**src/lce_pkg.sv**
```systemverilog
// Package for the ladder condition evaluator: opcodes, step carrier, state record.
// Assumes one clock; the sequencer issues at most one step per cycle.
package lce_pkg;

    localparam int STACK_DEPTH = 8;
    localparam int SP_W = 4;
    localparam int TOP_W = 3;
    localparam int HIST_N = 16;
    localparam int HIST_W = 4;
    localparam int CNT_W = 8;
    localparam int FLAG_W = 4;

    localparam logic [SP_W-1:0] SP_ZERO = 4'h0;
    localparam logic [SP_W-1:0] SP_ONE = 4'h1;
    localparam logic [SP_W-1:0] SP_FULL = 4'h8;
    localparam logic [CNT_W-1:0] CNT_ZERO = 8'h00;
    localparam logic [CNT_W-1:0] CNT_ONE = 8'h01;
    localparam logic [CNT_W-1:0] CNT_MAX = 8'hff;
    localparam logic [FLAG_W-1:0] FLAGS_RST = 4'h0;

    // Opcodes; the inverter and pulse elements carry their function codes 520, 521, 522
    typedef enum logic [9:0] {
        OP_NOP = 10'h000,
        OP_RUNG_START = 10'h001,
        OP_RUNG_END = 10'h002,
        OP_BLOCK_START_LOAD = 10'h003,
        OP_BLOCK_START_INVERTED = 10'h004,
        OP_SERIES_BLOCK_JOIN = 10'h005,
        OP_PARALLEL_BLOCK_JOIN = 10'h006,
        OP_COND_INVERT = 10'h208,
        OP_RISE_PULSE = 10'h209,
        OP_FALL_PULSE = 10'h20a
    } lce_op_type;

    typedef enum logic [1:0] {
        PH_IDLE = 2'b00,
        PH_RUNG = 2'b01,
        PH_DONE = 2'b11
    } lce_phase_type;

    typedef struct packed {
        lce_op_type op;
        logic bit_val;
        logic [HIST_W-1:0] elem;
    } lce_step_type;

    typedef struct packed {
        lce_phase_type phase;
        logic cond;
        logic [STACK_DEPTH-1:0] stack;
        logic [SP_W-1:0] sp;
        logic [CNT_W-1:0] loads;
        logic [CNT_W-1:0] joins;
        logic [HIST_N-1:0] hist;
        logic [FLAG_W-1:0] flags;
        logic done;
        logic rung_cond;
        logic count_err;
        logic depth_err;
        logic tail_err;
        logic last_inv;
    } lce_state_type;

endpackage

```
**src/lce_evaluator.sv**
```systemverilog
// Ladder rung execution-condition evaluator: block stack, joins, inverter, edge pulses.
// Assumes a sequencer on clk_i feeding one step per cycle and marking rung start and end.
`timescale 1ns/100ps
module lce_evaluator
    import lce_pkg::*;
(
    // Clock and reset
    input wire logic clk_i,
    input wire logic rst_i,
    // Program step from the sequencer
    input wire logic step_valid_i,
    input wire lce_step_type step_i,
    input wire logic section_cond_i,
    input wire logic sub_exec_i,
    // Flags owned by the arithmetic unit, held here
    input wire logic flags_we_i,
    input wire logic [FLAG_W-1:0] flags_i,
    output logic [FLAG_W-1:0] flags_o,
    // Condition and rung results
    output logic cond_o,
    output logic rung_done_o,
    output logic rung_cond_o,
    output logic count_err_o,
    output logic depth_err_o,
    output logic tail_err_o
);

    lce_state_type q;
    lce_state_type d;
    logic take;
    logic [TOP_W-1:0] top_idx;
    logic top_bit;
    logic edge_in;
    logic hist_bit;

    // An uncalled subroutine executes nothing, edge history included
    assign take = step_valid_i && sub_exec_i;
    assign top_idx = TOP_W'(q.sp - SP_ONE);
    assign top_bit = q.stack[top_idx];
    assign edge_in = q.cond & section_cond_i;
    // One history bit per element index; repeated calls reuse the same bit
    assign hist_bit = q.hist[step_i.elem];

    always_comb begin
        d = q;
        d.done = 1'b0;
        if (flags_we_i) begin
            d.flags = flags_i;
        end
        if (take) begin
            d.last_inv = (step_i.op == OP_COND_INVERT);
            case (step_i.op)
                OP_RUNG_START: begin
                    d.phase = PH_RUNG;
                    d.sp = SP_ZERO;
                    d.stack = '0;
                    d.loads = CNT_ZERO;
                    d.joins = CNT_ZERO;
                    d.cond = 1'b0;
                    d.count_err = 1'b0;
                    d.depth_err = 1'b0;
                    d.tail_err = 1'b0;
                end
                OP_BLOCK_START_LOAD, OP_BLOCK_START_INVERTED: begin
                    // A new load closes the running block and parks it
                    if (q.loads != CNT_ZERO) begin
                        if (q.sp == SP_FULL) begin
                            d.depth_err = 1'b1;
                        end else begin
                            d.stack[TOP_W'(q.sp)] = q.cond;
                            d.sp = q.sp + SP_ONE;
                            // Eight stacked plus the running block make nine pending loads
                            if (d.sp == SP_FULL) begin
                                d.depth_err = 1'b1;
                            end
                        end
                    end
                    d.cond = step_i.bit_val ^ (step_i.op == OP_BLOCK_START_INVERTED);
                    if (q.loads != CNT_MAX) begin
                        d.loads = q.loads + CNT_ONE;
                    end
                end
                OP_SERIES_BLOCK_JOIN, OP_PARALLEL_BLOCK_JOIN: begin
                    if (q.joins != CNT_MAX) begin
                        d.joins = q.joins + CNT_ONE;
                    end
                    // A join with nothing pending can never balance the rung
                    if (q.sp == SP_ZERO) begin
                        d.count_err = 1'b1;
                    end else begin
                        d.sp = q.sp - SP_ONE;
                        if (step_i.op == OP_SERIES_BLOCK_JOIN) begin
                            d.cond = q.cond & top_bit;
                        end else begin
                            d.cond = q.cond | top_bit;
                        end
                    end
                end
                OP_COND_INVERT: begin
                    d.cond = ~q.cond;
                end
                OP_RISE_PULSE: begin
                    d.cond = edge_in & ~hist_bit;
                    d.hist[step_i.elem] = edge_in;
                end
                OP_FALL_PULSE: begin
                    d.cond = ~edge_in & hist_bit;
                    d.hist[step_i.elem] = edge_in;
                end
                OP_RUNG_END: begin
                    d.phase = PH_DONE;
                    d.done = 1'b1;
                    d.rung_cond = q.cond;
                    if (q.joins != q.loads - CNT_ONE) begin
                        d.count_err = 1'b1;
                    end
                    // Reported only; the sequencer owns this mistake
                    d.tail_err = q.last_inv;
                end
                default: begin
                    d.last_inv = q.last_inv;
                end
            endcase
        end
    end

    always_ff @(posedge clk_i) begin
        if (rst_i) begin
            q <= '{phase: PH_IDLE, flags: FLAGS_RST, default: '0};
        end else begin
            q <= d;
        end
    end

    assign flags_o = q.flags;
    assign cond_o = q.cond;
    assign rung_done_o = q.done;
    assign rung_cond_o = q.rung_cond;
    assign count_err_o = q.count_err;
    assign depth_err_o = q.depth_err;
    assign tail_err_o = q.tail_err;
endmodule // lce_evaluator

```
**config.mk**
```make
export PLATFORM = sky130hd
export DESIGN_NAME = lce_evaluator
export DESIGN_NICKNAME = d
export VERILOG_FILES = /design/src/lce_pkg.sv /design/src/lce_evaluator.sv
export SDC_FILE = /design/constraint.sdc
export NUM_CORES = 1
export LEC_CHECK = 0
export BUFFER_PORTS_ARGS = -buffer_cell sky130_fd_sc_hd__buf_4
export CORE_UTILIZATION = 60
export CTS_CLUSTER_SIZE = 24
export DETAILED_ROUTE_END_ITERATION = 8
export PLACE_DENSITY_LB_ADDON = 0.3
export SETUP_SLACK_MARGIN = 0.4
export SYNTH_ARGS = -nofsm -noshare
export SYNTH_HDL_FRONTEND = slang
export SYNTH_SLANG_ARGS = --single-unit
```
**constraint.sdc**
```tcl
create_clock -name clk_i -period 4.6 [get_ports clk_i]
set_input_delay 0.92 -clock clk_i [delete_from_list [all_inputs] [get_ports clk_i]]
set_output_delay 0.92 -clock clk_i [all_outputs]
set_load 0.01 [all_outputs]
```
Yosys cells after proc, flatten, opt, wreduce, memory -nomap -nowiden
Cells that the tools add are included.

Flip-flop bits (word level): 55. Input port bits: 25. Output and inout port bits: 10. Logic and storage cells: 115. Bits in read-only memories: 0. Latch bits: 0. Memories kept: 0. Bits in writable memories: 0.

Bitwise gates (word level): 10. Div/mod/pow operators: 0. Reductions and logical operators: 28. $lt $le $gt $ge: 5. Add/sub/neg operators: 5. Equality and inequality tests: 22. Shifts and indexed selects: 0. Mux-type cells: 32. Multipliers: 0.

Operators with widths (count): $pmux W8 S2 (3); $eq A10 B10 Y1 const B (3); $eq A10 B3 Y1 const B (3); $mux W12 (2); $eq A10 B2 Y1 const B (2); $add A8 B1 Y8 const B (2); $bwmux W16 (1); $mux W8 (2); $ne A8 B8 Y1 const B (2); $ne A2 B2 Y1 const B (7); $pmux W4 S3 (1); $reduce_and A4 Y1 (3); $mux W1 (11); $eq A10 B1 Y1 const B (1); $reduce_and A3 Y1 (3); $bwmux W8 (1); $eq A4 B4 Y1 const B (2); $lt A3 B4 Y1 const B (2); $ne A8 B8 Y1 (1); $reduce_and A2 Y1 (4); $reduce_bool A2 Y1 (4); $reduce_bool A8 Y1 (1); $reduce_or A2 Y1 (4); $reduce_or A8 Y1 (1); other kinds (25) (36).

Depth between registers and ports, before layout
Gate-level depths: netlist of run 1.

Depth after elaboration: 8. Depth in mapped cells: 8. Gate-level depth less buffers: 7.

Worst setup path after synthesis of run 1
No wires, ideal clock.

Path kind: input-to-reg. Start: in step_i[12] in the netlist's numbering. End: reg q[10] in the netlist's numbering. Required time: 4.529 ns. Stages: 7. Library setup time: 0.071 ns. Setup slack: 1.666 ns. Buffers on the path: 2. Arrival time: 2.863 ns. Cell sequence: or4_4 > buf_6 > nor3_4 > or4b_1 > buf_2 > or3_1 > a21oi_1.

Longest elaborated chain between the ends: 3. Elaborated cells on any way between the ends: 4. Those cells by class: 2 x eq/ne; 2 x reduce/logical.

Ends and longest elaborated chain: start: declaration (line lce_evaluator.sv:12) `input wire lce_step_type step_i,`; $eq A10 B10 Y1 (line lce_evaluator.sv:52) `case (step_i.op)`; $reduce_or A2 Y1 (no source line) (*); $reduce_and A2 Y1 (no source line) (*); end signal: assignment (line lce_evaluator.sv:129) `q <= '{phase: PH_IDLE, flags: FLAGS_RST, default: '0};`; end signal: assignment (line lce_evaluator.sv:131) `q <= d;`; end: declaration (line lce_evaluator.sv:28) `lce_state_type q;`.

Mark *: on every way between the ends. The rest lies on a longest branch, timed or not. A chain may end at the register's enable or synchronous reset.

Worst setup path in the final report of run 1
Start: in step_i[12] in the netlist's numbering. End: reg q[39] in the netlist's numbering.

Longest elaborated chain between the ends: 4. Elaborated cells on any way between the ends: 8. Those cells by class: 4 x eq/ne; 1 x mux; 3 x reduce/logical.

Ends and longest elaborated chain (line): $eq A10 B3 Y1 or $eq A10 B2 Y1 (tied branches) (lce_evaluator.sv:52); $reduce_or A2 Y1 (lce_evaluator.sv:52); $ne A2 B2 Y1 (no source line) or $reduce_bool A2 Y1 (tied branches); $reduce_and A3 Y1 (no source line).

Several ways; a longest one is shown, not always the timed one.

==> impl_metrics.env, run 1 <==
export IMPL_internal_power_mw=0.621
export IMPL_ys_types=62
export IMPL_place_ws_ns=1.32
export IMPL_power_frac_comb_pct=9.1
export IMPL_syn_to_final_growth_pct=8.94
export IMPL_gp_congestion=0.851
export IMPL_cp_start_kind="input port"
export IMPL_status="finished, final reports clean"
export IMPL_power_density_nw_per_um2=227
export IMPL_grt_pass1_vias=2898
export IMPL_antennaDiodeCount=0
export IMPL_num_rows=27
export IMPL_hold_path_class="reg -> reg"
export IMPL_dp_cells=483
export IMPL_dr_pass1_iters=5
export IMPL_hold_viol_final=0
export IMPL_leakage_nw=1.25
export IMPL_maxSlewViolCount=0
export IMPL_worst_slack_ns=1.60
export IMPL_hold_path_depth=2
export IMPL_ir_worst_vdd_mv=0.153
export IMPL_switching_share_pct=26.8
export IMPL_fmax_mhz=333
export IMPL_routedWlPerCell_um=16.0
export IMPL_synth_top_area_share_pct=32.1
export IMPL_whs_ns=0.469
export IMPL_io_pins=35
export IMPL_final_util_pct=67.8
export IMPL_ctsResizeCount=0
export IMPL_cts_hold_buf=0
export IMPL_clkTransAtPathRegs_ns=0.11
export IMPL_hpwlAfterDp_mm=5.65
export IMPL_seq_power_share_pct=56.5
export IMPL_finClkSkew_ns=0.0137
export IMPL_initial_utilization_pct=62.3
export IMPL_clock_root_buffer="clkbuf_8"
export IMPL_ys_seq_area_share_pct=32.1
export IMPL_worstPathRequired_ns=4.85
export IMPL_final_common_cell="dfxtp_1"
export IMPL_switchingPower_mw=0.227
export IMPL_crit_fanout=11
export IMPL_htree_levels=2
export IMPL_tns_ns=0
export IMPL_critPathCaptureType="flop"
export IMPL_drive_gt1_share_pct=15.3
export IMPL_die_y_um=77.6
export IMPL_dr_first_iter_drc_count=227
export IMPL_post_cts_setup_buffers=0
export IMPL_clk_insertion_delay_late_ns=0.32
export IMPL_final_area_um2=3730
export IMPL_rsz0062_at_grt="no"
export IMPL_synthArstFlopShare_pct=0
export IMPL_cp_arrival_ns=3.25
export IMPL_fillCellCount=467
export IMPL_slew_headroom_pct=34.4
export IMPL_mappedNetlistNets=439
export IMPL_antenna_found_initial=0
export IMPL_yosys_warnings=0
export IMPL_ys_ff_latch=55
export IMPL_detail_route_vias_per_cell=6.46
export IMPL_total_power_mw=0.847
export IMPL_worstSetupPathType="in -> reg"
export IMPL_grt_max_degree=38
export IMPL_layout_nets=449
export IMPL_gr_total_overflow=0
export IMPL_min_period_ns=3.00
export IMPL_fin_crit_sh_pct=65.2
export IMPL_die_w_um=77.6
export IMPL_grt_pass1_wl_mm=13.6
export IMPL_finalSetupViolations=0
export IMPL_layout_common_cells="dfxtp_1, buf_4, a21oi_1"
export IMPL_synth_edf_count=0
export IMPL_ys_flop_type="dfxtp_1"
export IMPL_routed_via_count=3173
export IMPL_ant_nets=0
export IMPL_ff2ff_path_depth=7
export IMPL_core_area_um2=5510
export IMPL_maxCapViolCount=0
export IMPL_netlist_area_um2=3430
export IMPL_tightest_slew_ns=0.973
export IMPL_fin_cells=491
export IMPL_synth_area_leaders="dfxtp_1, mux2i_1, a21oi_1"
export IMPL_dieArea_um2=6020
export IMPL_tritoncts="done"
export IMPL_syn_avg_cell_area_um2=8.40
export IMPL_portBuffers=34
export IMPL_grtUsageTotal_pct=27.8
export IMPL_post_synth_top_area_cell="dfxtp_1"
export IMPL_place_area_um2=3640
export IMPL_cts_buffer_depth=2
export IMPL_drc=0
export IMPL_wl_mm=7.85
export IMPL_cts_sinks=55
export IMPL_postSynthCellCount=408
export IMPL_cts_buffers=5
export IMPL_power_frac_clock_pct=34.4
## synthesized netlist by cell type (all sizes together), types with 3 or more instances
library cell / count
nor4: 6
nand3b: 4
nor2: 24
or3: 19
nand4: 10
ha: 6
nand4b: 5
nor3: 6
buf: 11
a211oi: 5
nand3: 16
inv: 7
o31ai: 5
a22o: 3
o211ai: 3
mux4: 6
a31oi: 4
xor2: 6
o21ai: 30
clkbuf: 22
nand2b: 8
nor2b: 4
xnor2: 9
dfxtp: 55
nor4b: 5
mux2i: 23
or4: 8
a21oi: 34
nand2: 32
## cells by family after synthesis
logic type                 after synthesis  synth area share [%]
DFF                                     55                  32.1
and+or+nand+nor                        159                  26.6
xor gates and xnor gates                15                  3.83
muxes                                   30                  11.0
buffers and inverters                   40                  5.15
adders and majority gates                6                  2.19
AOI/OAI and AO/OA                      103                  19.1
## area by class of cell
| class | count | area [um2] | area share, % |
|---|---|---|---|
| clock buffer | 5 | 68.8 | 1.84 |
| clock inverter | 3 | 27.5 | 0.737 |
| sequential | 55 | 1100 | 29.5 |
| timing repair buffer | 36 | 270 | 7.24 |
| multi-input combinational | 313 | 2150 | 57.6 |
| inverter | 7 | 26.3 | 0.704 |
| tap | 72 | 90.1 | 2.41 |
## routing by layer
| layer | routed length (um) | part of all wire, % | GRT usage (%) | vias to the layer above |
|---|---|---|---|---|
| li1 | - | - | - | 1550 |
| met1 | 3570 | 46 | 37.2 | 1473 |
| met2 | 3550 | 45 | 44.7 | 133 |
| met3 | 553 | 7.0 | 4.94 | 17 |
| met4 | 165 | 2.1 | 9.81 | 0 |
| met5 | 0 | 0 | 0 | - |
## sequential cells by signal (all words and copies together) (netlist names)
signal and flops:
cond_o 1, rung_cond_o 1, q 45, flags_o 4
depth_err_o 1, tail_err_o 1, count_err_o 1, rung_done_o 1
## critical path: stages
cell and delay [ns]:
buf_4 0.12, or4_4 0.60, nor4_2 0.41, o21ai_0 0.46, or4_1 0.59, a21oi_1 0.14
## power groups by stage
stage	Sequential, mW	Combinational [mW]	Clock [mW]
2_1_floorplan	0.490	0.0475	0
5_1_grt	0.480	0.0835	0.321
6_report	0.479	0.0768	0.291
3_3_place_gp	0.490	0.0740	0
3_5_place_dp	0.490	0.0759	0
4_1_cts	0.479	0.0761	0.297
## path summary, 6_finish.rpt
| kind | startpoint | to | slack, ns |
|---|---|---|---|
| hold reg to reg | q[50] | q[50] | 0.47 |
| setup reg to reg | q[42] | q[47] | 2.20 |
| setup / recovery | step_i[12] | q[39] | 1.60 |
| hold / removal | q[50] | q[50] | 0.47 |
Note: power is estimated with default switching activity, not from simulation.
==> inputs of run 2 (changes only) <==
CORE_UTILIZATION = 59   (was 60)
clock period = 3 ns   (was 4.6 ns; I/O delays follow)
==> impl_metrics.env, run 2 (same netlist as run 1, synthesis figures left out) <==
export IMPL_status="finished, final reports clean"
export IMPL_maxCapViolCount=0
export IMPL_tritoncts="done"
export IMPL_dr_first_iter_drc_count=248
export IMPL_largest_reg_flops=45
export IMPL_cp_arrival_ns=2.63
export IMPL_finClkSkew_ns=0.0102
export IMPL_io_pins=35
export IMPL_ir_worst_vdd_mv=0.200
export IMPL_ant_nets=0
export IMPL_fmax_mhz=417
export IMPL_finalSetupViolations=0
export IMPL_crit_chain="buf_4 > or4_4 > a2111o_1 > a221oi_2 > a21oi_1 > a211oi_1"
export IMPL_cp_start_kind="input port"
export IMPL_hpwlAfterDp_mm=5.86
export IMPL_rsz0062_at_grt="no"
export IMPL_slowest_delay_ns=0.61
export IMPL_die_w_um=78.2
export IMPL_post_cts_setup_buffers=0
export IMPL_gp_congestion=0.857
export IMPL_layout_common_cells="dfxtp_1, buf_4, a21oi_1"
export IMPL_clkTransAtPathRegs_ns=0.11
export IMPL_clk_insertion_delay_late_ns=0.32
export IMPL_power_density_nw_per_um2=343
export IMPL_dieArea_um2=6120
export IMPL_worst_slack_ns=0.602
export IMPL_crit_fanout=9
export IMPL_crit_slowest_cell="or4_4"
export IMPL_num_rows=27
export IMPL_dr_pass1_iters=5
export IMPL_initial_utilization_pct=61.9
export IMPL_maxSlewViolCount=0
export IMPL_cts_sinks=55
export IMPL_cts_hold_buf=0
export IMPL_htree_levels=2
export IMPL_antenna_found_initial=0
export IMPL_clock_root_buffer="clkbuf_8"
export IMPL_tightest_slew_ns=0.742
export IMPL_layout_nets=459
export IMPL_grt_pass1_vias=2927
export IMPL_cp_top_family="compound AO/OA/AOI/OAI gates"
export IMPL_final_common_cell="dfxtp_1"
export IMPL_wl_mm=8.09
export IMPL_routedWlPerCell_um=16.2
export IMPL_core_area_um2=5540
export IMPL_place_ws_ns=0.281
export IMPL_fin_cells=501
export IMPL_drive_gt1_share_pct=17.2
export IMPL_grtUsageTotal_pct=27.3
export IMPL_dp_cells=493
export IMPL_ctsResizeCount=0
export IMPL_hold_viol_final=0
export IMPL_worstPathRequired_ns=3.24
export IMPL_syn_to_final_growth_pct=11.1
export IMPL_detail_route_vias_per_cell=6.50
export IMPL_critPathCaptureType="flop"
export IMPL_slew_headroom_pct=50.0
export IMPL_crit_buf_inv=1
export IMPL_die_y_um=78.2
export IMPL_antennaDiodeCount=0
export IMPL_portBuffers=34
export IMPL_gr_total_overflow=0
export IMPL_grt_pass1_wl_mm=13.5
export IMPL_leakage_nw=1.31
export IMPL_cts_buffer_depth=2
export IMPL_worstSetupPathType="in -> reg"
export IMPL_cts_buffers=5
export IMPL_drc=0
export IMPL_grt_max_degree=38
export IMPL_largest_register="q"
export IMPL_reg2reg_setup_slack_ns=0.61
export IMPL_fin_crit_sh_pct=79.9
export IMPL_hold_path_class="reg -> reg"
export IMPL_total_power_mw=1.30
export IMPL_routed_via_count=3255
export IMPL_min_period_ns=2.40
export IMPL_tns_ns=0
run 2: changes by cell type in the layout (fill, tap and decap cells not counted), sizes merged:
cell / change
buf: +10
clkinv: -1
inv: +1
run 2: final cells by class:
| type | count | area [um2] |
|---|---|---|
| clock inverter | 3 | 27.5 |
| inverter | 7 | 26.3 |
| fill | 459 | 1730 |
| tap | 72 | 90.1 |
| clock buffer | 5 | 68.8 |
| multi-input combinational | 313 | 2150 |
| sequential | 55 | 1100 |
| timing repair buffer | 46 | 345 |
run 2: worst paths after layout:
check	startpoint	end	depth (start not counted)
max	step_i[12]	q[45]	6
min	q[0]	tail_err_o	2
min reg2reg	q[0]	tail_err_o	2
max reg2reg	q[42]	q[45]	7
run 2: report_power, final:
part / leakage, nW / total (mW) / internal [mW] / switching, mW
combinational: 0.816 / 0.123 / 0.0500 / 0.0730
clock: 0.0467 / 0.447 / 0.174 / 0.273
sequential: 0.444 / 0.735 / 0.733 / 0.00159
total: 1.31 / 1.30 / 0.957 / 0.348
run 2: metal layers:
layer	global-route usage [%]	wire, um
met5	0	0
met4	8.52	155
met3	3.49	520
met2	47.3	3930
met1	35.3	3490
run 2: worst min-delay path: cells and delay by family, from the launching register on:
| family | cells | cell delay [ns] |
|---|---|---|
| DFF | 1 | 0.33 |
| AOI/OAI and AO/OA | 1 | 0.05 |
| and+or+nand+nor | 1 | 0.05 |
run 2: per-stage QoR:
| stage | hold slack (ns) | cell area (um2) | util, % |
|---|---|---|---|
| 6_report | 0.458 | 3810 | 68.8 |
| 5_1_grt | 0.483 | 3810 | 68.8 |
| 4_1_cts | 0.461 | 3810 | 68.8 |
| 3_5_place_dp | 0.452 | 3710 | 67.0 |
| 3_3_place_gp | 0.446 | 3710 | 67.0 |
| 2_1_floorplan | 0.432 | 3430 | - |
